--- src/falm_regs.vh ---
// register map, field positions, reset values and timing counts of the filter entry matcher
// assumes inclusion by bare name from the matcher and the bench files
`ifndef FALM_REGS_VH
`define FALM_REGS_VH

// ----------------------------------------
// register byte addresses
// ----------------------------------------
`define FALM_A_CFG0 8'h00
`define FALM_A_CFG1 8'h04
`define FALM_A_CFG2 8'h08
`define FALM_A_SRC_LO 8'h0C
`define FALM_A_SRC_HI 8'h10
`define FALM_A_DST_LO 8'h14
`define FALM_A_DST_HI 8'h18
`define FALM_A_HITS 8'h1C
`define FALM_A_STAT 8'h20
`define FALM_A_LOGS 8'h24

// ----------------------------------------
// cfg0 fields
// ----------------------------------------
`define FALM_C0_PORT_ANY 0
`define FALM_C0_POL_ANY 1
`define FALM_C0_FT_LSB 2
`define FALM_C0_DENY 5
`define FALM_C0_MIRROR 6
`define FALM_C0_LOG 7
`define FALM_C0_SHUT 8
`define FALM_C0_SRC_SPEC 9
`define FALM_C0_DM_LSB 10
`define FALM_C0_TAG_LSB 13
`define FALM_C0_VID_SPEC 15
`define FALM_C0_PRIO_ANY 16
`define FALM_C0_REDIR 17
`define FALM_C0_RATE 18
// reset: every filter Any, permit, all actions off
`define FALM_CFG0_RST 32'h0001_0003

// ----------------------------------------
// encodings
// ----------------------------------------
`define FALM_FT_ANY 3'h0
`define FALM_FT_ETH 3'h1
`define FALM_FT_ARP 3'h2
`define FALM_FT_IP4 3'h3
`define FALM_FT_IP6 3'h4
`define FALM_DM_ANY 3'h0
`define FALM_DM_GROUP 3'h1
`define FALM_DM_ALL 3'h2
`define FALM_DM_SINGLE 3'h3
`define FALM_DM_SPEC 3'h4
`define FALM_TAG_ANY 2'h0
`define FALM_TAG_YES 2'h1
`define FALM_TAG_NO 2'h2
`define FALM_ET_MIN 16'h0600
`define FALM_ET_ARP 16'h0806
`define FALM_ET_IP4 16'h0800
`define FALM_ET_IP6 16'h86DD
`define FALM_LEN_MAX 16'h05EE
`define FALM_RESP_OK 2'h0
`define FALM_RESP_ERR 2'h2
`define FALM_TICK_CYCLES 100000

`endif

--- src/falm_rate.v ---
// token bucket policer for frames that hit the filter entry
// assumes one hit pulse per frame and a configuration that changes rarely
`timescale 1ns/1ps
module falm_rate #(
  parameter TICK_CYCLES = 100000,
  parameter TW = 17
) (
  // clock and reset
  input wire i_clk,
  input wire i_rst_n,
  // configuration
  input wire i_en,
  input wire [3:0] i_units_m1,
  // per-frame
  input wire i_hit,
  output wire o_pass
);

  // ----------------------------------------
  // base-unit tick divider
  // ----------------------------------------
  reg [TW-1:0] tick_cnt_q;
  reg [4:0] tokens_q;
  reg [4:0] tokens_d;
  wire tick;
  wire [4:0] cap;

  assign tick = (tick_cnt_q == TICK_CYCLES[TW-1:0] - {{(TW-1){1'b0}}, 1'b1});
  assign cap = {1'b0, i_units_m1} + 5'h01;
  // disabled limiter never polices
  assign o_pass = !i_en || (tokens_q != 5'h00);

  always @(posedge i_clk) begin
    if (!i_rst_n) begin
      tick_cnt_q <= {TW{1'b0}};
    end else if (tick) begin
      tick_cnt_q <= {TW{1'b0}};
    end else begin
      tick_cnt_q <= tick_cnt_q + {{(TW-1){1'b0}}, 1'b1};
    end
  end

  // ----------------------------------------
  // bucket: refill to the unit count each tick
  // ----------------------------------------
  always @* begin
    tokens_d = tokens_q;
    if (i_en && i_hit && tokens_q != 5'h00) begin
      tokens_d = tokens_q - 5'h01;
    end
    if (tick || !i_en) begin
      tokens_d = cap;
    end
  end

  always @(posedge i_clk) begin
    if (!i_rst_n) begin
      tokens_q <= 5'h01;
    end else begin
      tokens_q <= tokens_d;
    end
  end

endmodule

--- src/falm_matcher.v ---
// single filter entry matcher with action outputs and an axi4-lite register slave
// assumes frame descriptors arrive one cycle each from logic on the same clock
//
// Design decisions made here: the register offsets and the AXI4-Lite interface to the registers.
`timescale 1ns/1ps
`include "falm_regs.vh"
module falm_matcher #(
  parameter NUM_PORTS = 26,
  parameter TICK_CYCLES = `FALM_TICK_CYCLES
) (
  // clock and reset
  input wire I_MCLK,
  input wire I_RST_N,
  // axi4-lite write address
  input wire I_AWVALID,
  output reg O_AWREADY,
  input wire [7:0] I_AWADDR,
  // axi4-lite write data
  input wire I_WVALID,
  output reg O_WREADY,
  input wire [31:0] I_WDATA,
  input wire [3:0] I_WSTRB,
  // axi4-lite write response
  output reg O_BVALID,
  input wire I_BREADY,
  output reg [1:0] O_BRESP,
  // axi4-lite read
  input wire I_ARVALID,
  output reg O_ARREADY,
  input wire [7:0] I_ARADDR,
  output reg O_RVALID,
  input wire I_RREADY,
  output reg [31:0] O_RDATA,
  output reg [1:0] O_RRESP,
  // frame descriptor
  input wire I_FRM_VALID,
  input wire [7:0] I_FRM_PORT,
  input wire [7:0] I_FRM_POLICY,
  input wire [15:0] I_FRM_ETYPE,
  input wire [47:0] I_FRM_SRC,
  input wire [47:0] I_FRM_DST,
  input wire I_FRM_TAGGED,
  input wire [11:0] I_FRM_VID,
  input wire [2:0] I_FRM_PRIO,
  input wire [15:0] I_FRM_LEN,
  // verdict
  output reg O_RES_VALID,
  output reg O_HIT,
  output reg O_DROP,
  output reg O_REDIR,
  output reg [7:0] O_REDIR_PORT,
  output reg O_MIRROR,
  output reg O_LOG,
  output reg O_SHUT,
  output reg [7:0] O_SHUT_PORT
);

  // ----------------------------------------
  // configuration registers
  // ----------------------------------------
  reg [31:0] cfg0_q;
  reg [31:0] cfg1_q;
  reg [31:0] cfg2_q;
  reg [47:0] src_q;
  reg [47:0] dst_q;
  reg [31:0] hits_q;
  reg [31:0] logs_q;
  reg shut_seen_q;

  wire port_any = cfg0_q[`FALM_C0_PORT_ANY];
  wire pol_any = cfg0_q[`FALM_C0_POL_ANY];
  wire [2:0] ftype = cfg0_q[`FALM_C0_FT_LSB+2:`FALM_C0_FT_LSB];
  wire act_deny = cfg0_q[`FALM_C0_DENY];
  wire mirror_en = cfg0_q[`FALM_C0_MIRROR];
  wire log_en = cfg0_q[`FALM_C0_LOG];
  wire shut_en = cfg0_q[`FALM_C0_SHUT];
  wire src_spec = cfg0_q[`FALM_C0_SRC_SPEC];
  wire [2:0] dst_mode = cfg0_q[`FALM_C0_DM_LSB+2:`FALM_C0_DM_LSB];
  wire [1:0] tag_mode = cfg0_q[`FALM_C0_TAG_LSB+1:`FALM_C0_TAG_LSB];
  wire vid_spec = cfg0_q[`FALM_C0_VID_SPEC];
  wire prio_any = cfg0_q[`FALM_C0_PRIO_ANY];
  wire redir_en = cfg0_q[`FALM_C0_REDIR];
  wire rate_en = cfg0_q[`FALM_C0_RATE];
  wire [7:0] cfg_port = cfg1_q[7:0];
  wire [7:0] pol_val = cfg1_q[15:8];
  wire [7:0] pol_mask = cfg1_q[23:16];
  wire [2:0] cfg_prio = cfg1_q[26:24];
  wire [3:0] units_m1 = cfg1_q[31:28];
  wire [11:0] cfg_vid = cfg2_q[11:0];
  wire [7:0] redir_port = cfg2_q[23:16];

  // ----------------------------------------
  // frame classification
  // ----------------------------------------
  wire is_arp = (I_FRM_ETYPE == `FALM_ET_ARP);
  wire is_ip4 = (I_FRM_ETYPE == `FALM_ET_IP4);
  wire is_ip6 = (I_FRM_ETYPE == `FALM_ET_IP6);
  // plain ethertype excludes the three protocols carried elsewhere
  wire is_eth = (I_FRM_ETYPE >= `FALM_ET_MIN) && !is_arp && !is_ip4 && !is_ip6;
  wire dst_group = I_FRM_DST[40];
  wire dst_all = &I_FRM_DST;

  // ----------------------------------------
  // per-filter match terms
  // ----------------------------------------
  reg m_dst;
  wire m_type = (ftype == `FALM_FT_ANY) || (ftype == `FALM_FT_ETH && is_eth) ||
    (ftype == `FALM_FT_ARP && is_arp) || (ftype == `FALM_FT_IP4 && is_ip4) ||
    (ftype == `FALM_FT_IP6 && is_ip6);
  wire m_tag = (tag_mode == `FALM_TAG_ANY) || (tag_mode == `FALM_TAG_YES && I_FRM_TAGGED) ||
    (tag_mode == `FALM_TAG_NO && !I_FRM_TAGGED);
  wire m_port = port_any || (I_FRM_PORT == cfg_port);
  wire m_pol = pol_any || ((I_FRM_POLICY & pol_mask) == (pol_val & pol_mask));
  // source filter only exists for ethertype and arp entries
  wire src_live = src_spec && (ftype == `FALM_FT_ETH || ftype == `FALM_FT_ARP);
  wire m_src = !src_live || (I_FRM_SRC == src_q);
  // id 0 is not a legal setting, so it never matches a frame
  wire m_vid = !vid_spec || (I_FRM_TAGGED && cfg_vid != 12'h000 && I_FRM_VID == cfg_vid);
  wire m_prio = prio_any || (I_FRM_PRIO == cfg_prio);

  always @* begin
    case (dst_mode)
      `FALM_DM_ANY: m_dst = 1'b1;
      `FALM_DM_GROUP: m_dst = dst_group;
      `FALM_DM_ALL: m_dst = dst_all;
      `FALM_DM_SINGLE: m_dst = !dst_group;
      `FALM_DM_SPEC: m_dst = (I_FRM_DST == dst_q);
      default: m_dst = 1'b0;
    endcase
  end

  // ----------------------------------------
  // hit and actions
  // ----------------------------------------
  wire hit = I_FRM_VALID && m_port && m_pol && m_type && m_src && m_dst && m_tag && m_vid && m_prio;
  wire lim_pass;
  wire short_frm = (I_FRM_LEN < `FALM_LEN_MAX);
  // a denied frame is gone anyway, so it spends no token
  wire drop = hit && (act_deny || !lim_pass);
  wire port_ok = ({24'h000000, redir_port} < NUM_PORTS);

  falm_rate #(
    .TICK_CYCLES(TICK_CYCLES)
  ) u_rate (
    .i_clk(I_MCLK),
    .i_rst_n(I_RST_N),
    .i_en(rate_en),
    .i_units_m1(units_m1),
    .i_hit(hit && !act_deny),
    .o_pass(lim_pass)
  );

  always @(posedge I_MCLK) begin
    if (!I_RST_N) begin
      O_RES_VALID <= 1'b0;
      O_HIT <= 1'b0;
      O_DROP <= 1'b0;
      O_REDIR <= 1'b0;
      O_REDIR_PORT <= 8'h00;
      O_MIRROR <= 1'b0;
      O_LOG <= 1'b0;
      O_SHUT <= 1'b0;
      O_SHUT_PORT <= 8'h00;
    end else begin
      O_RES_VALID <= I_FRM_VALID;
      O_HIT <= hit;
      O_DROP <= drop;
      O_REDIR <= hit && !drop && redir_en && port_ok;
      O_REDIR_PORT <= redir_port;
      // the mirror copy ignores the limiter verdict
      O_MIRROR <= hit && mirror_en;
      O_LOG <= hit && log_en && short_frm;
      O_SHUT <= hit && shut_en && short_frm;
      O_SHUT_PORT <= I_FRM_PORT;
    end
  end

  // ----------------------------------------
  // axi4-lite write channel
  // ----------------------------------------
  reg aw_hold_q;
  reg w_hold_q;
  reg [7:0] aw_addr_q;
  reg [31:0] w_data_q;
  reg [3:0] w_strb_q;
  wire aw_take = I_AWVALID && O_AWREADY;
  wire w_take = I_WVALID && O_WREADY;
  wire do_wr = aw_hold_q && w_hold_q && !O_BVALID;
  wire aw_hold_d = aw_take || (aw_hold_q && !do_wr);
  wire w_hold_d = w_take || (w_hold_q && !do_wr);
  wire wr_ok = (aw_addr_q <= `FALM_A_LOGS) && (aw_addr_q[1:0] == 2'h0);
  wire hits_clr = do_wr && aw_addr_q == `FALM_A_HITS;
  wire logs_clr = do_wr && aw_addr_q == `FALM_A_LOGS;
  wire stat_clr = do_wr && aw_addr_q == `FALM_A_STAT && w_strb_q[0] && w_data_q[0];

  function [31:0] merge;
    input [31:0] old;
    input [31:0] nw;
    input [3:0] strb;
    integer k;
    begin
      for (k = 0; k < 4; k = k + 1) begin
        merge[k*8 +: 8] = strb[k] ? nw[k*8 +: 8] : old[k*8 +: 8];
      end
    end
  endfunction
  wire [31:0] src_hi_m = merge({16'h0000, src_q[47:32]}, w_data_q, w_strb_q);

  always @(posedge I_MCLK) begin
    if (!I_RST_N) begin
      aw_hold_q <= 1'b0;
      w_hold_q <= 1'b0;
      aw_addr_q <= 8'h00;
      w_data_q <= 32'h0000_0000;
      w_strb_q <= 4'h0;
      O_AWREADY <= 1'b0;
      O_WREADY <= 1'b0;
      O_BVALID <= 1'b0;
      O_BRESP <= `FALM_RESP_OK;
    end else begin
      aw_hold_q <= aw_hold_d;
      w_hold_q <= w_hold_d;
      O_AWREADY <= !aw_hold_d;
      O_WREADY <= !w_hold_d;
      if (aw_take) begin
        aw_addr_q <= I_AWADDR;
      end
      if (w_take) begin
        w_data_q <= I_WDATA;
        w_strb_q <= I_WSTRB;
      end
      if (do_wr) begin
        O_BVALID <= 1'b1;
        O_BRESP <= wr_ok ? `FALM_RESP_OK : `FALM_RESP_ERR;
      end else if (I_BREADY) begin
        O_BVALID <= 1'b0;
      end
    end
  end

  // ----------------------------------------
  // register storage
  // ----------------------------------------
  always @(posedge I_MCLK) begin
    if (!I_RST_N) begin
      cfg0_q <= `FALM_CFG0_RST;
      cfg1_q <= 32'h0000_0000;
      cfg2_q <= 32'h0000_0000;
      src_q <= 48'h0000_0000_0000;
      dst_q <= 48'h0000_0000_0000;
    end else if (do_wr) begin
      if (aw_addr_q == `FALM_A_CFG0) begin
        cfg0_q <= merge(cfg0_q, w_data_q, w_strb_q);
      end else if (aw_addr_q == `FALM_A_CFG1) begin
        cfg1_q <= merge(cfg1_q, w_data_q, w_strb_q);
      end else if (aw_addr_q == `FALM_A_CFG2) begin
        cfg2_q <= merge(cfg2_q, w_data_q, w_strb_q);
      end else if (aw_addr_q == `FALM_A_SRC_LO) begin
        src_q[31:0] <= merge(src_q[31:0], w_data_q, w_strb_q);
      end else if (aw_addr_q == `FALM_A_SRC_HI) begin
        src_q[47:32] <= src_hi_m[15:0];
      end else if (aw_addr_q == `FALM_A_DST_LO) begin
        dst_q[31:0] <= merge(dst_q[31:0], w_data_q, w_strb_q);
      end else if (aw_addr_q == `FALM_A_DST_HI) begin
        dst_q[47:32] <= w_strb_q[1:0] == 2'h3 ? w_data_q[15:0] : dst_q[47:32];
      end
    end
  end

  // ----------------------------------------
  // counters and sticky status; a hit in a clear cycle restarts a counter at 1 and wins over the sticky clear
  // ----------------------------------------
  always @(posedge I_MCLK) begin
    if (!I_RST_N) begin
      hits_q <= 32'h0000_0000;
      logs_q <= 32'h0000_0000;
      shut_seen_q <= 1'b0;
    end else begin
      if (hit) begin
        hits_q <= hits_clr ? 32'h0000_0001 : hits_q + 32'h0000_0001;
      end else if (hits_clr) begin
        hits_q <= 32'h0000_0000;
      end
      if (hit && log_en && short_frm) begin
        logs_q <= logs_clr ? 32'h0000_0001 : logs_q + 32'h0000_0001;
      end else if (logs_clr) begin
        logs_q <= 32'h0000_0000;
      end
      if (hit && shut_en && short_frm) begin
        shut_seen_q <= 1'b1;
      end else if (stat_clr) begin
        shut_seen_q <= 1'b0;
      end
    end
  end

  // ----------------------------------------
  // axi4-lite read channel
  // ----------------------------------------
  reg [31:0] rd_mux;
  reg rd_ok;
  always @* begin
    rd_ok = 1'b1;
    rd_mux = 32'h0000_0000;
    if (I_ARADDR == `FALM_A_CFG0) begin
      rd_mux = cfg0_q;
    end else if (I_ARADDR == `FALM_A_CFG1) begin
      rd_mux = cfg1_q;
    end else if (I_ARADDR == `FALM_A_CFG2) begin
      rd_mux = cfg2_q;
    end else if (I_ARADDR == `FALM_A_SRC_LO) begin
      rd_mux = src_q[31:0];
    end else if (I_ARADDR == `FALM_A_SRC_HI) begin
      rd_mux = {16'h0000, src_q[47:32]};
    end else if (I_ARADDR == `FALM_A_DST_LO) begin
      rd_mux = dst_q[31:0];
    end else if (I_ARADDR == `FALM_A_DST_HI) begin
      rd_mux = {16'h0000, dst_q[47:32]};
    end else if (I_ARADDR == `FALM_A_HITS) begin
      rd_mux = hits_q;
    end else if (I_ARADDR == `FALM_A_STAT) begin
      rd_mux = {30'h0000_0000, lim_pass, shut_seen_q};
    end else if (I_ARADDR == `FALM_A_LOGS) begin
      rd_mux = logs_q;
    end else begin
      rd_ok = 1'b0;
    end
  end

  wire ar_take = I_ARVALID && O_ARREADY;
  wire rvalid_d = ar_take || (O_RVALID && !I_RREADY);

  always @(posedge I_MCLK) begin
    if (!I_RST_N) begin
      O_ARREADY <= 1'b0;
      O_RVALID <= 1'b0;
      O_RDATA <= 32'h0000_0000;
      O_RRESP <= `FALM_RESP_OK;
    end else begin
      O_RVALID <= rvalid_d;
      O_ARREADY <= !rvalid_d;
      if (ar_take) begin
        O_RDATA <= rd_mux;
        O_RRESP <= rd_ok ? `FALM_RESP_OK : `FALM_RESP_ERR;
      end
    end
  end

endmodule

--- config.mk ---
export PLATFORM = sky130hd
export DESIGN_NAME = falm_matcher
export DESIGN_NICKNAME = d
export VERILOG_FILES = /design/src/falm_rate.v /design/src/falm_matcher.v
export VERILOG_INCLUDE_DIRS = /design/src
export SDC_FILE = /design/constraint.sdc
export NUM_CORES = 1
export LEC_CHECK = 0
export BUFFER_PORTS_ARGS = -buffer_cell sky130_fd_sc_hd__buf_4
export CORE_AREA = 4 4 249 275
export CTS_BUF_LIST = sky130_fd_sc_hd__clkbuf_8
export DETAILED_ROUTE_END_ITERATION = 10
export DIE_AREA = 0 0 253 279
export SKIP_CTS_REPAIR_TIMING = 1
export SYNTH_ARGS = -nofsm -noshare
export SYNTH_HDL_FRONTEND = slang
export SYNTH_SLANG_ARGS = --single-unit
--- constraint.sdc ---
create_clock -name I_MCLK -period 3.2 [get_ports I_MCLK]
set_clock_uncertainty 0.1 [all_clocks]
set_input_delay 0.32 -clock I_MCLK [delete_from_list [all_inputs] [get_ports I_MCLK]]
set_output_delay 0.32 -clock I_MCLK [all_outputs]
set_load 0.01 [all_outputs]
# Yosys cells after proc, flatten, opt, wreduce, memory -nomap -nowiden
# Cells that the tools add are included.
[word_totals] regBits=389 latch_bits=0 mem_bits_rw=0 romBits=0 in_bits=220 out_inout_bits=64 word_cells=261 n_memories=0
[classes] addsub=5 n_mul=0 div=0 magnitude_cmp=4 eq_ne=39 n_shift=0 mux=35 n_bitwise=9 n_reduce_logical=119
[op_table] operator="2-to-1 mux 32 bit" count=16
[op_table] operator="equality test 48 bit" count=2
[op_table] operator="adder 32 x 1 -> 32 bit (second input constant)" count=2
[op_table] operator="equality test 8 x 5 -> 1 bit (second input constant)" count=8
[op_table] operator="AND reduction 48 bit" count=1
[op_table] operator="logical AND 1 bit" count=46
[op_table] operator="equality test 16 x 12 -> 1 bit (second input constant)" count=2
[op_table] operator="equality test 8 x 4 -> 1 bit (second input constant)" count=4
[op_table] operator="equality test 8 x 6 -> 1 bit (second input constant)" count=4
[op_table] operator="AND reduction 8 bit" count=4
[op_table] operator="AND reduction 6 bit" count=4
[op_table] operator="AND reduction 5 bit" count=4
[op_table] operator="logical OR 1 bit" count=18
[op_table] operator="adder 17 x 1 -> 17 bit (second input constant)" count=1
[op_table] operator="equality test 17 bit (second input constant)" count=1
[op_table] operator="logical NOT 1 bit" count=17
[op_table] operator="bitwise AND 8 bit" count=2
[op_table] operator="equality test 16 bit (second input constant)" count=1
[op_table] operator="equality test 8 x 3 -> 1 bit (second input constant)" count=2
[op_table] operator="equality test 8 bit" count=2
[op_table] operator="greater-or-equal comparator 16 x 11 -> 1 bit (second input constant)" count=1
[op_table] operator="logical NOT 8 bit" count=2
[op_table] operator="less-than comparator 16 x 11 -> 1 bit (second input constant)" count=1
[op_table] operator="AND reduction 4 bit" count=4
[op_table] operator="25 further kinds" count=62

# Logic depth before layout (Yosys ltp)
# Gate-level depths: netlist (run 1).
[logic_depth] depth_word=21 ltp_mapped=11 ltp_nobuf=8

# Modules after synthesis
# A second synthesis (run 1) with hierarchy kept.
[unflattened] cells_unflattened=2320 area_unflattened_um2=18939.4
[by_module_without_submodules] module="falm_matcher" instances=1 cells_per_inst=2192 area_each_um2=17810.8 seq_area_each_um2=7307.0
[by_module_without_submodules] module="falm_rate" instances=1 cells_per_inst=128 area_each_um2=1128.6 seq_area_each_um2=440.4

# Worst setup path before layout (run 1)
# OpenSTA, ideal clock, no wires.
[synth_timing] path_kind="in2reg" startpoint="input port I_FRM_ETYPE[3]" endpoint="register hits_q[29]" setup_ns=0.070 arrival_ns=2.590 required_ns=3.030 path_slack_ns=0.440 path_stages=7 n_path_buf=1 path_cell_list="or3_4 -> or4_4 -> a31o_4 -> or4_4 -> buf_6 -> or3_1 -> a21oi_1"
[synth_via] elab_chain_cells=17 elab_cells_between_ends=26 cone_classes="order compare (1); eq/ne (3); mux (1); reduce/logical (21)"
[synth_rtl] element="start: declaration" line_no="falm_matcher.v:39" source="input wire [15:0] I_FRM_ETYPE,"
[synth_rtl] element="parallel branches: the longest is 9 deep, another holds greater-or-equal comparator 16 x 11 -> 1 bit"
[synth_rtl] element="logical OR 1 bit *" line_no="falm_matcher.v:107" source="wire m_type = (ftype == `FALM_FT_ANY) || (ftype == `FALM_FT_ETH && is_eth) ||"
[synth_rtl] element="logical AND 1 bit * (6 in series)" line_no="falm_matcher.v:135" source="wire hit = I_FRM_VALID && m_port && m_pol && m_type && m_src && m_dst && m_tag && m_vid && m_prio;"
[synth_rtl] element="2-to-1 mux 32 bit / nonzero test 2 bit (equally long branches)"
[synth_rtl] element="end signal: assignment" line_no="falm_matcher.v:280" source="hits_q <= hits_clr ? 32'h0000_0001 : hits_q + 32'h0000_0001;"
[synth_rtl] element="end: declaration" line_no="falm_matcher.v:66" source="reg [31:0] hits_q;"
# Every way passes the cells marked *.
# A chain may end at the register's enable or synchronous reset.

# Worst setup path in the final report (run 1)
[layout_timing] startpoint="register dst_q[20]" endpoint="register hits_q[27]"
[layout_via] elab_chain_cells=7 elab_cells_between_ends=8 cone_classes="eq/ne (1); mux (2); reduce/logical (5)"
[layout_rtl] element="start: declaration" line_no="falm_matcher.v:65" source="reg [47:0] dst_q;"
[layout_rtl] element="start signal: assignment" line_no="falm_matcher.v:263" source="dst_q[31:0] <= merge(dst_q[31:0], w_data_q, w_strb_q);"
[layout_rtl] element="equality test 48 bit *" line_no="falm_matcher.v:127" source="`FALM_DM_SPEC: m_dst = (I_FRM_DST == dst_q);"
[layout_rtl] element="case mux 1 bit (5 select lines) *" line_no="falm_matcher.v:122" source="case (dst_mode)"
[layout_rtl] element="logical AND 1 bit * (4 in series)" line_no="falm_matcher.v:135"
[layout_rtl] element="2-to-1 mux 32 bit / nonzero test 2 bit (equally long branches)"
# Every way passes the cells marked *; elsewhere a longest branch is shown, timed or not.

==> results of run 1 <==
how the worst min path moves through the flow:
stage	endpoint	slack (ns)	cells past startpoint
floorplan	u_rate.tick_cnt_q[0]	0.31	1
global placement	u_rate.tick_cnt_q[0]	0.32	1
detailed placement	u_rate.tick_cnt_q[0]	0.33	1
CTS	w_data_q[23]	-0.24	3
global route	O_RRESP[1]	0.09	4
finish	aw_addr_q[2]	0.10	4
cell families (layout without fill, tap and decap cells):
| logic type | after synthesis | count (layout) | share of synthesized area (%) |
|---|---|---|---|
| compound gates | 426 | 426 | 15.4 |
| xor+xnor | 161 | 161 | 7.48 |
| fa+ha+maj | 6 | 6 | 0.398 |
| buf+inv | 162 | 585 | 3.37 |
| flops | 387 | 387 | 41.1 |
| mux | 161 | 161 | 8.61 |
| other cells | 1 | 4 | 0.0199 |
| simple gates | 869 | 869 | 23.7 |
registers in the layout, indices dropped and copies added (netlist names), 32 cells and up:
register	flops
O_RDATA	32
cfg0_q	32
cfg1_q	32
cfg2_q	32
dst_q	48
hits_q	32
logs_q	32
src_q	48
w_data_q	32
worst max-delay path: stages, from the launching register on:
cell and delay (ns):
sky130_fd_sc_hd__dfxtp_1 0.36, sky130_fd_sc_hd__xor2_1 0.21, sky130_fd_sc_hd__nor4_1 0.32, sky130_fd_sc_hd__nand4_1 0.17, sky130_fd_sc_hd__nor4_2 0.31, sky130_fd_sc_hd__buf_4 0.18, sky130_fd_sc_hd__o211ai_1 0.14, sky130_fd_sc_hd__or4_4 0.61
sky130_fd_sc_hd__clkbuf_4 0.21, sky130_fd_sc_hd__or3_1 0.31, sky130_fd_sc_hd__a21oi_1 0.14
layer usage:
layer  vias to the layer above  part of all wire [%]  routed length, µm
met3                       120                   7.7               5860
li1                       8363                     -                  -
met4                         0                   3.3               2540
met2                       761                    45              34500
met1                      8510                    44              33300
met5                         -                     0                  0
synth_stat cells (30+ instances only):
library cell / n
sky130_fd_sc_hd__a21oi_1: 105
sky130_fd_sc_hd__xnor2_1: 77
sky130_fd_sc_hd__nor4_1: 39
sky130_fd_sc_hd__mux2i_1: 152
sky130_fd_sc_hd__xor2_1: 84
sky130_fd_sc_hd__dfxtp_1: 387
sky130_fd_sc_hd__nor2_1: 92
sky130_fd_sc_hd__nand4_1: 54
sky130_fd_sc_hd__nand3_1: 60
sky130_fd_sc_hd__nor2b_1: 137
sky130_fd_sc_hd__clkbuf_1: 117
sky130_fd_sc_hd__and2_1: 39
sky130_fd_sc_hd__o21ai_0: 62
sky130_fd_sc_hd__a221oi_1: 30
sky130_fd_sc_hd__nand2_1: 312
sky130_fd_sc_hd__and3_1: 41
sky130_fd_sc_hd__a21boi_0: 109
report_power, final:
group | internal, W | total [W] | switching (W)
logic | 0.000461 | 0.000911 | 0.000451
registers | 0.00489 | 0.00500 | 0.000113
clock network | 0.00276 | 0.00495 | 0.00219
total | 0.00811 | 0.0109 | 0.00275
cell usage in the layout, fill, tap and decap left out, drive strengths merged, types with 10 or more instances in the layout:
cell,Yosys,routed
nor4,40,40
a221oi,30,30
o211a,17,17
dfxtp,387,387
dlygate4sd3,0,66
nor2b,137,137
nand3,60,60
xor2,84,84
buf,16,366
and2,43,43
clkbuf,117,94
a31oi,21,21
nand4,54,54
a22oi,21,21
xnor2,77,77
a21oi,105,105
nor2,92,92
o21a,21,21
and3,41,41
nand3b,10,10
inv,29,44
mux2i,152,152
o21ai,62,62
nand2,312,312
nor4b,13,13
nand2b,16,16
or3,17,17
a21boi,109,109
through the flow:
step | TNS, ns | instances
floorplan | 0 | 2174
global placement | -3.05 | 3263
detailed placement | -5.72 | 3263
CTS | -2.53 | 3386
global route | -0.960 | 3456
finish | 0 | 3457
final cells by class:
class	instances	area share, %
diodes	2	0.0205
flip-flops and latches	387	31.7
clock inverters	30	0.803
repair buffers	433	14.4
inverters	29	0.445
clock buffers	93	5.23
well taps	858	4.39
multi-input cells	1625	43.1
==> flow_summary.html, run 1 <==
<table>
<tr><th>Metric</th><th>Value</th></tr>
<tr><th colspan="2">Run status</th></tr>
<tr><td>Outcome</td><td>finished, final reports clean</td></tr>
<tr><th colspan="2">Drt</th></tr>
<tr><td>Drt first pass iters</td><td>7</td></tr>
<tr><td>Routed len/inst</td><td>about 22 µm</td></tr>
<tr><td>Number of nets with antenna violations after routing</td><td>0</td></tr>
<tr><td>Initial detailed-routing violation count</td><td>approximately 1600</td></tr>
<tr><td>Post-detailed-route DRC marker count</td><td>0</td></tr>
<tr><td>Routed vias/inst</td><td>just over 5</td></tr>
<tr><td>Total Routed Length</td><td>between 70000 and 80000 µm</td></tr>
<tr><td>Via count of the routed design</td><td>roughly 18000</td></tr>
<tr><th colspan="2">Global routing</th></tr>
<tr><td>Pin count of the biggest net entering global routing</td><td>between 100 and 150</td></tr>
<tr><td>Vias in the first global route</td><td>between 15000 and 20000</td></tr>
<tr><td>Antenna violations before repair</td><td>1</td></tr>
<tr><td>Global-route wire length before repair</td><td>between 100000 and 150000 µm</td></tr>
<tr><td>Met3 usage in global routing</td><td>around 3.9%</td></tr>
<tr><td>Total GRT Usage</td><td>roughly a fifth</td></tr>
<tr><td>Grt peak-use layer</td><td>met2</td></tr>
<tr><td>GR Layer Usage met1</td><td>28.2%</td></tr>
<tr><td>Overflow left after global routing</td><td>0</td></tr>
<tr><td>Met2 global-route usage</td><td>32.6%</td></tr>
<tr><th colspan="2">Timing</th></tr>
<tr><td>Count of final max-slew check failures</td><td>0</td></tr>
<tr><td>Total of endpoints with negative setup slack in the final report</td><td>0</td></tr>
<tr><td>Min cycle time layout</td><td>3.13 ns</td></tr>
<tr><td>Slew @ Worst Pin</td><td>0.729 ns</td></tr>
<tr><td>Post-layout worst setup margin</td><td>around 0.067 ns</td></tr>
<tr><td>Minimum hold slack</td><td>0.104 ns</td></tr>
<tr><td>Maximum achievable frequency</td><td>around 320 MHz</td></tr>
<tr><td>Slew headroom</td><td>between 50% and 60%</td></tr>
<tr><td>Tcrit/Tclk final</td><td>~98%</td></tr>
<tr><td>Final Hold Violating Endpoints</td><td>0</td></tr>
<tr><th colspan="2">Placed design</th></tr>
<tr><td>Half-perimeter wire length after detailed placement</td><td>about 59000 µm</td></tr>
<tr><td>DP Worst Slack</td><td>-0.228 ns</td></tr>
<tr><td>GP Congestion</td><td>around 0.92</td></tr>
<tr><td>Instance area after placement</td><td>around 22000 µm²</td></tr>
<tr><td>Quantity of I/O buffers inserted on ports</td><td>280</td></tr>
<tr><th colspan="2">Floorplanning</th></tr>
<tr><td>Initial core utilization</td><td>28.6%</td></tr>
<tr><td>Boundary pin count</td><td>between 200 and 300</td></tr>
<tr><td># rows</td><td>99</td></tr>
<tr><td>Y dimension of the die</td><td>around 280 µm</td></tr>
<tr><td>Die area</td><td>70600 µm²</td></tr>
<tr><td>Chip Width</td><td>~250 µm</td></tr>
<tr><td>Placeable core region</td><td>roughly 66000 µm²</td></tr>
<tr><th colspan="2">Logic synthesis</th></tr>
<tr><td>Yosys warns</td><td>0</td></tr>
<tr><td>Sequential-to-total area share from yosys stat</td><td>about two fifths</td></tr>
<tr><td>Cell type contributing the most total cell area after synthesis</td><td>sky130_fd_sc_hd__dfxtp_1</td></tr>
<tr><td>Average cell area after synthesis</td><td>a little under 9 µm²</td></tr>
<tr><td>Mapped cell area</td><td>~19000 µm²</td></tr>
<tr><td>Dominant register cell in the synthesized netlist</td><td>sky130_fd_sc_hd__dfxtp_1</td></tr>
<tr><td>Synthesis-stage register bit count</td><td>roughly 390</td></tr>
<tr><td>Post-synth EDFFs</td><td>0</td></tr>
<tr><td>Instance count of the mapped netlist</td><td>between 2000 and 2500</td></tr>
<tr><td>Share of synthesized flip-flops with an asynchronous set or reset</td><td>0%</td></tr>
<tr><td>Post-synthesis cell type count</td><td>between 60 and 70</td></tr>
<tr><td>Fraction of synthesized cell area taken by the top area cell type</td><td>~40%</td></tr>
<tr><td>Largest cells by area after synthesis</td><td>sky130_fd_sc_hd__dfxtp_1, sky130_fd_sc_hd__mux2i_1, sky130_fd_sc_hd__nand2_1, sky130_fd_sc_hd__nor2b_1, sky130_fd_sc_hd__a21boi_0</td></tr>
<tr><th colspan="2">Worst setup path</th></tr>
<tr><td>Crit path launch</td><td>dst_q[20]</td></tr>
<tr><td>Data arrival time at the worst-slack endpoint</td><td>about 3.6 ns</td></tr>
<tr><td>Largest fanout on the critical path</td><td>7</td></tr>
<tr><td>Capturing element type of the critical path</td><td>flop</td></tr>
<tr><td>Crit Path Category</td><td>flop to flop</td></tr>
<tr><td>Crit path required time</td><td>between 3 and 4 ns</td></tr>
<tr><td>Source of the worst register-to-register timing path</td><td>dst_q[20]</td></tr>
<tr><td>Critical R2R Capture</td><td>hits_q[27]</td></tr>
<tr><td>R2r setup slk</td><td>0.07 ns</td></tr>
<tr><td>Critical Path Start Type</td><td>flop</td></tr>
<tr><td>Depth of the worst register-to-register path</td><td>10</td></tr>
<tr><td>Critical Path Sink</td><td>hits_q[27]</td></tr>
<tr><th colspan="2">Layout</th></tr>
<tr><td>Signed area change from the synthesized netlist to the final layout</td><td>29.7%</td></tr>
<tr><td>Final design instance area without fill</td><td>between 20000 and 25000 µm²</td></tr>
<tr><td>Combined area of the multi-input logic cells</td><td>10500 µm²</td></tr>
<tr><td>Fraction of layout cells with a size suffix above 1</td><td>20.2%</td></tr>
<tr><td>Number of filler cells placed in the layout</td><td>a little under 7000</td></tr>
<tr><td>Area occupied by registers</td><td>about 7800 µm²</td></tr>
<tr><td>Number of nets in the layout</td><td>~2800</td></tr>
<tr><td>Final Core Density</td><td>roughly 37%</td></tr>
<tr><th colspan="2">Clock tree</th></tr>
<tr><td>TritonCTS clock tree</td><td>built</td></tr>
<tr><td>Clock edge transition at the registers on the reported setup and hold paths</td><td>about 0.07 ns</td></tr>
<tr><td>Clock buffers created by TritonCTS</td><td>approximately 70</td></tr>
<tr><td>Number of levels the H-tree was split into</td><td>3</td></tr>
<tr><td>Clk Latency, worst-skew pair</td><td>between 0.6 and 0.7 ns</td></tr>
<tr><td>CTS Sinks</td><td>387</td></tr>
<tr><td>Clock root buffer master</td><td>sky130_fd_sc_hd__clkbuf_8</td></tr>
<tr><td>Buffer depth of the longest clock path</td><td>3</td></tr>
<tr><th colspan="2">Hold path</th></tr>
<tr><td>Hold Path Class</td><td>input pin to flop</td></tr>
<tr><td>Min-delay src</td><td>I_AWVALID</td></tr>
<tr><th colspan="2">Power</th></tr>
<tr><td>Worst supply voltage drop on vdd</td><td>approximately 0.00024 V</td></tr>
<tr><td>PnR Total Power</td><td>roughly 0.011 W</td></tr>
<tr><td>Static power due to leakage</td><td>between 9 and 10 nW</td></tr>
<tr><td>Power density over cell area</td><td>about 440 nW/µm²</td></tr>
<tr><th colspan="2">Run</th></tr>
<tr><td>Number of maximum-capacitance constraint violations</td><td>0</td></tr>
</table>
No activity file was read; power rests on OpenSTA's default activity.
==> run 2: changes to the inputs <==
--- a/config.mk
+++ b/config.mk
@@ -11,6 +11,7 @@
 export CTS_BUF_LIST = sky130_fd_sc_hd__clkbuf_8
 export DETAILED_ROUTE_END_ITERATION = 10
 export DIE_AREA = 0 0 253 279
+export PLACE_DENSITY = 0.54
 export SKIP_CTS_REPAIR_TIMING = 1
 export SYNTH_ARGS = -nofsm -noshare
 export SYNTH_HDL_FRONTEND = slang
==> run 2 against run 1 <==
  * Routed wire length up 0.76%
  * Critical path depth unchanged
  * Combinational power grew 2%
  * Sequential share of layout area decreased by 0.26 points
  * Total power increased by 1.5%
  * Highest routed layer is now met5
==> flow_summary.html, run 2 (synthesis results as in run 1) <==
<table>
<tr><th>Metric</th><th>Value</th></tr>
<tr><th colspan="2">Run status</th></tr>
<tr><td>Outcome</td><td>finished, final reports clean</td></tr>
<tr><th colspan="2">Clock tree</th></tr>
<tr><td>Clock buffers created by TritonCTS</td><td>72</td></tr>
<tr><td>Clock edge transition at the registers on the reported setup and hold paths</td><td>roughly 0.06 ns</td></tr>
<tr><td>Clk Latency, worst-skew pair</td><td>~0.68 ns</td></tr>
<tr><td>CTS Sinks</td><td>387</td></tr>
<tr><td>TritonCTS clock tree</td><td>built</td></tr>
<tr><td>Clock root buffer master</td><td>sky130_fd_sc_hd__clkbuf_8</td></tr>
<tr><td>Buffer depth of the longest clock path</td><td>3</td></tr>
<tr><td>Number of levels the H-tree was split into</td><td>3</td></tr>
<tr><th colspan="2">Global routing</th></tr>
<tr><td>Met2 global-route usage</td><td>between 30% and 40%</td></tr>
<tr><td>Vias in the first global route</td><td>about 17000</td></tr>
<tr><td>Met3 usage in global routing</td><td>around 4.3%</td></tr>
<tr><td>Pin count of the biggest net entering global routing</td><td>around 110</td></tr>
<tr><td>Grt peak-use layer</td><td>met2</td></tr>
<tr><td>GR Layer Usage met1</td><td>between 20% and 30%</td></tr>
<tr><td>Global-route wire length before repair</td><td>~110000 µm</td></tr>
<tr><td>Total GRT Usage</td><td>about a fifth</td></tr>
<tr><td>Overflow left after global routing</td><td>0</td></tr>
<tr><td>Antenna violations before repair</td><td>7</td></tr>
<tr><th colspan="2">Worst setup path</th></tr>
<tr><td>Cell family with most CP delay</td><td>simple AND/OR/NAND/NOR gates</td></tr>
<tr><td>Crit Path Category</td><td>flop to flop</td></tr>
<tr><td>Data arrival time at the worst-slack endpoint</td><td>around 3.6 ns</td></tr>
<tr><td>Crit path required time</td><td>about 3.7 ns</td></tr>
<tr><td>Capturing element type of the critical path</td><td>flop</td></tr>
<tr><td>Critical Path Start Type</td><td>flop</td></tr>
<tr><td>Cell type of the slowest stage on the worst timing path</td><td>sky130_fd_sc_hd__or4_4</td></tr>
<tr><td>Crit path cell chain</td><td>xor2_1 -&gt; nor4_1 -&gt; buf_4 -&gt; nand3_1 -&gt; nor4_4 -&gt; o211ai_1 -&gt; buf_4 -&gt; or4_4 -&gt; or3_1 -&gt; a21oi_1</td></tr>
<tr><td>Largest fanout on the critical path</td><td>14</td></tr>
<tr><td>Critical path buffer and inverter count</td><td>2</td></tr>
<tr><td>Most Frequent Cell on Critical Path</td><td>sky130_fd_sc_hd__buf_4</td></tr>
<tr><td>Delay of the slowest critical-path stage</td><td>0.61 ns</td></tr>
<tr><th colspan="2">Layout</th></tr>
<tr><td>Number of nets in the layout</td><td>around 2800</td></tr>
<tr><td>Signed area change from the synthesized netlist to the final layout</td><td>30.8%</td></tr>
<tr><td>Top Registers</td><td>dst_q: 48 flops, src_q: 48 flops</td></tr>
<tr><td>Most common library cell in the layout ignoring fill and taps</td><td>sky130_fd_sc_hd__dfxtp_1</td></tr>
<tr><td>Number of filler cells placed in the layout</td><td>approximately 6800</td></tr>
<tr><td>Fraction of layout cells with a size suffix above 1</td><td>20.8%</td></tr>
<tr><td>Most frequent cells in the layout</td><td>sky130_fd_sc_hd__dfxtp_1, sky130_fd_sc_hd__buf_4, sky130_fd_sc_hd__nand2_1</td></tr>
<tr><td>Final Core Density</td><td>approximately 37%</td></tr>
<tr><td>Area occupied by registers</td><td>roughly 7800 µm²</td></tr>
<tr><td>Combined area of the multi-input logic cells</td><td>around 11000 µm²</td></tr>
<tr><th colspan="2">Hold path</th></tr>
<tr><td>Hold Path Class</td><td>input pin to flop</td></tr>
<tr><th colspan="2">Drt</th></tr>
<tr><td>Total Routed Length</td><td>76800 µm</td></tr>
<tr><td>Number of nets with antenna violations after routing</td><td>0</td></tr>
<tr><td>Drt first pass iters</td><td>6</td></tr>
<tr><td>Initial detailed-routing violation count</td><td>approximately 1400</td></tr>
<tr><td>Routed vias/inst</td><td>approximately 5.1</td></tr>
<tr><td>Via count of the routed design</td><td>17800</td></tr>
<tr><td>Routed len/inst</td><td>between 20 and 25 µm</td></tr>
<tr><td>Post-detailed-route DRC marker count</td><td>0</td></tr>
<tr><th colspan="2">Power</th></tr>
<tr><td>Worst supply voltage drop on vdd</td><td>0.000267 V</td></tr>
<tr><td>Static power due to leakage</td><td>9.77 nW</td></tr>
<tr><td>PnR Total Power</td><td>0.0110 W</td></tr>
<tr><td>Power density over cell area</td><td>between 400 and 500 nW/µm²</td></tr>
<tr><th colspan="2">Timing</th></tr>
<tr><td>Minimum hold slack</td><td>around 0.013 ns</td></tr>
<tr><td>Maximum achievable frequency</td><td>roughly 320 MHz</td></tr>
<tr><td>Tcrit/Tclk final</td><td>just under 100%</td></tr>
<tr><td>Min cycle time layout</td><td>3.11 ns</td></tr>
<tr><td>Slew headroom</td><td>between 40% and 50%</td></tr>
<tr><td>Slew @ Worst Pin</td><td>0.829 ns</td></tr>
<tr><td>Final Hold Violating Endpoints</td><td>0</td></tr>
<tr><td>Count of final max-slew check failures</td><td>0</td></tr>
<tr><td>Total of endpoints with negative setup slack in the final report</td><td>0</td></tr>
<tr><td>Unrepaired setup endpoints after global routing</td><td>true</td></tr>
<tr><td>Post-layout worst setup margin</td><td>about 0.093 ns</td></tr>
<tr><th colspan="2">Floorplanning</th></tr>
<tr><td>Placeable core region</td><td>about 66000 µm²</td></tr>
<tr><td>Y dimension of the die</td><td>between 200 and 300 µm</td></tr>
<tr><td>Chip Width</td><td>around 250 µm</td></tr>
<tr><td>Boundary pin count</td><td>284</td></tr>
<tr><td>Initial core utilization</td><td>between 20% and 30%</td></tr>
<tr><td>Die area</td><td>approximately 71000 µm²</td></tr>
<tr><td># rows</td><td>99</td></tr>
<tr><th colspan="2">Run</th></tr>
<tr><td>Number of maximum-capacitance constraint violations</td><td>0</td></tr>
<tr><th colspan="2">Placed design</th></tr>
<tr><td>GP Congestion</td><td>0.939</td></tr>
<tr><td>DP Worst Slack</td><td>-0.212 ns</td></tr>
<tr><td>Half-perimeter wire length after detailed placement</td><td>slightly below 60000 µm</td></tr>
<tr><td>Quantity of I/O buffers inserted on ports</td><td>280</td></tr>
</table>
==> run 2: per-layer routing <==
layer | up-vias | part of all wire, %
li1 | 8411 | -
met1 | 8559 | 44
met2 | 669 | 45
met3 | 133 | 6.8
met4 | 8 | 4.0
met5 | - | 0.059
==> run 2: final cells by class <==
cell class,count,share of cell area [%]
repair buffers,453,14.8
diodes,4,0.0406
inverters,29,0.441
clock buffers,91,5.08
clock inverters,35,1.08
flip-flops and latches,387,31.4
well taps,858,4.35
multi-input cells,1625,42.8
==> run 2: through the flow <==
step | instance area, µm² | TNS (ns) | instances
5_1_grt | 24700 | -0.0569 | 3479
6_report | 24700 | 0 | 3482
4_1_cts | 23900 | -1.03 | 3409
3_3_place_gp | 22400 | -2.81 | 3283
3_5_place_dp | 22400 | -4.52 | 3283
2_1_floorplan | 18900 | 0 | 2174
==> run 2: worst reg2reg max path, stage by stage (launching register included) <==
cell and delay [ns]:
sky130_fd_sc_hd__dfxtp_2 0.35, sky130_fd_sc_hd__xor2_1 0.16, sky130_fd_sc_hd__nor4_1 0.33, sky130_fd_sc_hd__buf_4 0.18
sky130_fd_sc_hd__nand3_1 0.12, sky130_fd_sc_hd__nor4_4 0.34, sky130_fd_sc_hd__o211ai_1 0.12, sky130_fd_sc_hd__buf_4 0.17
sky130_fd_sc_hd__or4_4 0.61, sky130_fd_sc_hd__or3_1 0.39, sky130_fd_sc_hd__a21oi_1 0.15
==> run 2: worst paths after layout <==
| kind | cells after the start | slack (ns) | to | start |
|---|---|---|---|---|
| max | 10 | 0.09 | hits_q[31] | dst_q[39] |
| min | 5 | 0.01 | O_SHUT | I_FRM_LEN[10] |
| max reg2reg | 10 | 0.09 | hits_q[31] | dst_q[39] |
| min reg2reg | 1 | 0.35 | u_rate.tick_cnt_q[0] | u_rate.tick_cnt_q[0] |
==> run 2: where the power goes <==
| part | internal [W] | total (W) | switching (W) | leakage, nW |
|---|---|---|---|---|
| registers | 0.00489 | 0.00500 | 0.000111 | 3.13 |
| clock network | 0.00282 | 0.00509 | 0.00227 | 0.858 |
| logic | 0.000469 | 0.000928 | 0.000460 | 5.78 |
==> run 3: changes to the inputs <==
--- a/config.mk
+++ b/config.mk
@@ -7,12 +7,15 @@
 export NUM_CORES = 1
 export LEC_CHECK = 0
 export BUFFER_PORTS_ARGS = -buffer_cell sky130_fd_sc_hd__buf_4
-export CORE_AREA = 4 4 249 275
+export CORE_AREA = 4 4 249 276
 export CTS_BUF_LIST = sky130_fd_sc_hd__clkbuf_8
 export DETAILED_ROUTE_END_ITERATION = 10
-export DIE_AREA = 0 0 253 279
+export DIE_AREA = 0 0 253 280
+export HOLD_SLACK_MARGIN = 0.05
 export PLACE_DENSITY = 0.54
+export SETUP_SLACK_MARGIN = 0.3
 export SKIP_CTS_REPAIR_TIMING = 1
 export SYNTH_ARGS = -nofsm -noshare
 export SYNTH_HDL_FRONTEND = slang
+export SYNTH_HIERARCHICAL = 1
 export SYNTH_SLANG_ARGS = --single-unit
==> run 3 against run 2 <==
  * Setup slack better by 0.051 ns
  * Highest routed layer is now met4
  * Design area up 0.39%
  * Sequential power down 0.8%
  * Clock power fell by 5.1%
  * Critical path type unchanged
  * Synthesized cell count grew 6.8%
  * Worst hold slack improved by 0.11 ns
  * Critical path depth is 2 higher
  * Synthesized area increased by 0.45%
  * Count of clock-buffer cells in the layout decreased by 4
  * Combinational power decreased by 2%
  * Utilization is 0.15 points higher
==> flow_summary.html, run 3 <==
<table>
<tr><th>Metric</th><th>Value</th></tr>
<tr><th colspan="2">Clock tree</th></tr>
<tr><td>Clock buffers created by TritonCTS</td><td>70</td></tr>
<tr><td>Clock edge transition at the registers on the reported setup and hold paths</td><td>0.06 ns</td></tr>
<tr><td>TritonCTS clock tree</td><td>built</td></tr>
<tr><td>Buffer depth of the longest clock path</td><td>3</td></tr>
<tr><td>Clock root buffer master</td><td>sky130_fd_sc_hd__clkbuf_8</td></tr>
<tr><td>Clk Latency, worst-skew pair</td><td>about 0.66 ns</td></tr>
<tr><td>CTS Sinks</td><td>387</td></tr>
<tr><td>Number of levels the H-tree was split into</td><td>3</td></tr>
<tr><th colspan="2">Run</th></tr>
<tr><td>Number of maximum-capacitance constraint violations</td><td>0</td></tr>
<tr><th colspan="2">Drt</th></tr>
<tr><td>Number of nets with antenna violations after routing</td><td>0</td></tr>
<tr><td>Post-detailed-route DRC marker count</td><td>0</td></tr>
<tr><td>Drt first pass iters</td><td>7</td></tr>
<tr><td>Initial detailed-routing violation count</td><td>2027</td></tr>
<tr><td>Total Routed Length</td><td>approximately 84000 µm</td></tr>
<tr><td>Via count of the routed design</td><td>19500</td></tr>
<tr><td>Routed vias/inst</td><td>about 5.4</td></tr>
<tr><td>Routed len/inst</td><td>23.4 µm</td></tr>
<tr><th colspan="2">Layout</th></tr>
<tr><td>Fraction of layout cells with a size suffix above 1</td><td>20.6%</td></tr>
<tr><td>Number of nets in the layout</td><td>roughly 3000</td></tr>
<tr><td>Top Registers</td><td>dst_q: 48 flops, src_q: 48 flops</td></tr>
<tr><td>Signed area change from the synthesized netlist to the final layout</td><td>30.7%</td></tr>
<tr><td>Most common library cell in the layout ignoring fill and taps</td><td>sky130_fd_sc_hd__buf_4</td></tr>
<tr><td>Final Core Density</td><td>between 30% and 40%</td></tr>
<tr><td>Most frequent cells in the layout</td><td>sky130_fd_sc_hd__buf_4, sky130_fd_sc_hd__dfxtp_1, sky130_fd_sc_hd__nand2_1</td></tr>
<tr><th colspan="2">Power</th></tr>
<tr><td>Part of the power in the clock network</td><td>45.1%</td></tr>
<tr><td>Net load switching power</td><td>roughly 0.0028 W</td></tr>
<tr><td>Combinational group share of total power</td><td>between 8 and 9%</td></tr>
<tr><td>Sequential fraction of design power</td><td>a little under half</td></tr>
<tr><td>Cell-internal power</td><td>between 0.007 and 0.008 W</td></tr>
<tr><td>Power density over cell area</td><td>433 nW/µm²</td></tr>
<tr><td>Switching share of power</td><td>around a quarter</td></tr>
<tr><td>Static power due to leakage</td><td>approximately 9.9 nW</td></tr>
<tr><td>Worst supply voltage drop on vdd</td><td>approximately 0.00021 V</td></tr>
<tr><th colspan="2">Timing</th></tr>
<tr><td>Tcrit/Tclk final</td><td>95.5%</td></tr>
<tr><td>Slew headroom</td><td>40.6%</td></tr>
<tr><td>Minimum hold slack</td><td>between 0.1 and 0.15 ns</td></tr>
<tr><td>Post-layout worst setup margin</td><td>0.144 ns</td></tr>
<tr><td>Final Hold Violating Endpoints</td><td>0</td></tr>
<tr><td>Count of final max-slew check failures</td><td>0</td></tr>
<tr><td>Maximum achievable frequency</td><td>327 MHz</td></tr>
<tr><td>Min cycle time layout</td><td>3.06 ns</td></tr>
<tr><td>Slew @ Worst Pin</td><td>just under 0.9 ns</td></tr>
<tr><td>Total of endpoints with negative setup slack in the final report</td><td>0</td></tr>
<tr><td>Unrepaired setup endpoints after global routing</td><td>true</td></tr>
<tr><td>Post-route setup TNS</td><td>0 ns</td></tr>
<tr><th colspan="2">Worst setup path</th></tr>
<tr><td>Critical Path Start Type</td><td>flop</td></tr>
<tr><td>Capturing element type of the critical path</td><td>flop</td></tr>
<tr><td>Crit Path Category</td><td>flop to flop</td></tr>
<tr><td>Largest fanout on the critical path</td><td>3</td></tr>
<tr><td>R2r setup slk</td><td>around 0.14 ns</td></tr>
<tr><td>Data arrival time at the worst-slack endpoint</td><td>between 3 and 4 ns</td></tr>
<tr><td>Crit path required time</td><td>about 3.6 ns</td></tr>
<tr><th colspan="2">Placed design</th></tr>
<tr><td>Quantity of I/O buffers inserted on ports</td><td>280</td></tr>
<tr><td>GP Congestion</td><td>~0.97</td></tr>
<tr><td>Half-perimeter wire length after detailed placement</td><td>about 64000 µm</td></tr>
<tr><td>DP Worst Slack</td><td>-0.131 ns</td></tr>
<tr><th colspan="2">Run status</th></tr>
<tr><td>Outcome</td><td>finished, final reports clean</td></tr>
<tr><th colspan="2">Floorplanning</th></tr>
<tr><td>Initial core utilization</td><td>about 29%</td></tr>
<tr><td>Placeable core region</td><td>around 66000 µm²</td></tr>
<tr><td>Die area</td><td>~71000 µm²</td></tr>
<tr><td>Boundary pin count</td><td>between 200 and 300</td></tr>
<tr><td>Chip Width</td><td>between 200 and 300 µm</td></tr>
<tr><td># rows</td><td>99</td></tr>
<tr><td>Y dimension of the die</td><td>280 µm</td></tr>
<tr><th colspan="2">Logic synthesis</th></tr>
<tr><td>Post-synthesis cell type count</td><td>roughly 80</td></tr>
<tr><td>Cell type contributing the most total cell area after synthesis</td><td>sky130_fd_sc_hd__dfxtp_1</td></tr>
<tr><td>Largest cells by area after synthesis</td><td>sky130_fd_sc_hd__dfxtp_1, sky130_fd_sc_hd__nand2_1, sky130_fd_sc_hd__a21oi_1, sky130_fd_sc_hd__mux2i_1, sky130_fd_sc_hd__xor2_1</td></tr>
<tr><td>Share of synthesized flip-flops with an asynchronous set or reset</td><td>0%</td></tr>
<tr><td>Sequential-to-total area share from yosys stat</td><td>between 40% and 50%</td></tr>
<tr><td>Yosys warns</td><td>6</td></tr>
<tr><td>Instance count of the mapped netlist</td><td>approximately 2300</td></tr>
<tr><td>Dominant register cell in the synthesized netlist</td><td>sky130_fd_sc_hd__dfxtp_1</td></tr>
<tr><td>Fraction of synthesized cell area taken by the top area cell type</td><td>between 40% and 50%</td></tr>
<tr><td>Post-synth EDFFs</td><td>0</td></tr>
<tr><td>Average cell area after synthesis</td><td>a little over 8 µm²</td></tr>
<tr><td>Synthesis-stage register bit count</td><td>between 300 and 400</td></tr>
<tr><td>Dominant cell by count in the synthesized netlist</td><td>sky130_fd_sc_hd__dfxtp_1</td></tr>
<tr><td>Mapped cell area</td><td>18900 µm²</td></tr>
<tr><td>Most common library cells after synthesis</td><td>sky130_fd_sc_hd__dfxtp_1, sky130_fd_sc_hd__nand2_1, sky130_fd_sc_hd__a21oi_1</td></tr>
<tr><th colspan="2">Global routing</th></tr>
<tr><td>Global-route wire length before repair</td><td>approximately 120000 µm</td></tr>
<tr><td>Pin count of the biggest net entering global routing</td><td>between 150 and 200</td></tr>
<tr><td>Total GRT Usage</td><td>approximately 22%</td></tr>
<tr><td>Overflow left after global routing</td><td>0</td></tr>
<tr><td>Vias in the first global route</td><td>approximately 18000</td></tr>
<tr><td>Antenna violations before repair</td><td>2</td></tr>
<tr><th colspan="2">Hold path</th></tr>
<tr><td>Hold Path Class</td><td>input pin to flop</td></tr>
</table>
## run 3: cell count changes in the layout (fill, tap and decap cells not counted), sizes merged, moves of 24 or more
cell	change
nor2b	-135
a221oi	-24
a21oi	+149
o31ai	+33
xnor2	-62
mux2i	-33
nand2b	+40
or4	+26
a21boi	-108
nand2	+32
nor3	+27
o21ai	+96
xor2	+46
nor2	+79
## run 3: final timing paths
check | startpoint | endpoint | cells after the start
max | src_q[43] | u_rate/tokens_q[3] | 12
min | I_AWVALID | aw_addr_q[5] | 4
max reg2reg | src_q[43] | u_rate/tokens_q[3] | 12
min reg2reg | O_RDATA[10] | O_RDATA[10] | 2
## run 3: final cells by class
class,instances,area [µm²]
Inverter,15,63.8
Timing Repair Buffer,459,3720
Clock inverter,37,234
Multi-Input combinational cell,1759,10700
Tap cell,858,1070
Sequential cell,387,7760
Clock buffer,87,1200
Antenna cell,2,5.00
Fill cell,6828,41100
## run 3: power groups by stage
stage          combinational, W  sequential (W)  clock (W)
5_1_grt                0.000967         0.00497    0.00514
3_5_place_dp           0.000817         0.00507          0
2_1_floorplan          0.000335         0.00501          0
4_1_cts                0.000820         0.00496    0.00492
3_3_place_gp           0.000811         0.00507          0
6_report               0.000910         0.00496    0.00483
## run 3: worst max-delay path, stage by stage (launching register included)
cell,delay [ns]
sky130_fd_sc_hd__dfxtp_1,0.47
sky130_fd_sc_hd__xor2_1,0.13
sky130_fd_sc_hd__nor4_2,0.31
sky130_fd_sc_hd__buf_4,0.22
sky130_fd_sc_hd__nand4_1,0.12
sky130_fd_sc_hd__nor3_2,0.20
sky130_fd_sc_hd__buf_4,0.15
sky130_fd_sc_hd__o22ai_4,0.09
sky130_fd_sc_hd__nor3_4,0.23
sky130_fd_sc_hd__or4b_4,0.51
sky130_fd_sc_hd__nor3_2,0.12
sky130_fd_sc_hd__a21oi_1,0.06
sky130_fd_sc_hd__a311oi_1,0.24
## run 3: kinds of logic after synthesis
| family | share of synthesized area [%] |
|---|---|
| mux | 6.41 |
| buf+inv | 3.69 |
| simple gates | 24.3 |
| fa+ha+maj | 0.330 |
| flops | 40.9 |
| other cells | 0.0198 |
| xor+xnor | 6.71 |
| compound gates | 17.7 |
## run 3: metal layers
metal | global-route usage (%) | up-vias | wire length, µm
li1 | - | 9060 | -
met1 | 28.6 | 9329 | 34600
met2 | 36.3 | 900 | 38600
met3 | 5.17 | 165 | 7170
met4 | 10.1 | 0 | 3920
met5 | 0 | - | 0
## run 3: through the flow
stage               instance area (µm²)  std cells  total power [W]
finish                            24800       3604           0.0107
floorplan                         19000       2321          0.00535
detailed placement                22300       3403          0.00589
CTS                               23800       3527           0.0107
global route                      24800       3603           0.0111
global placement                  22300       3403          0.00588
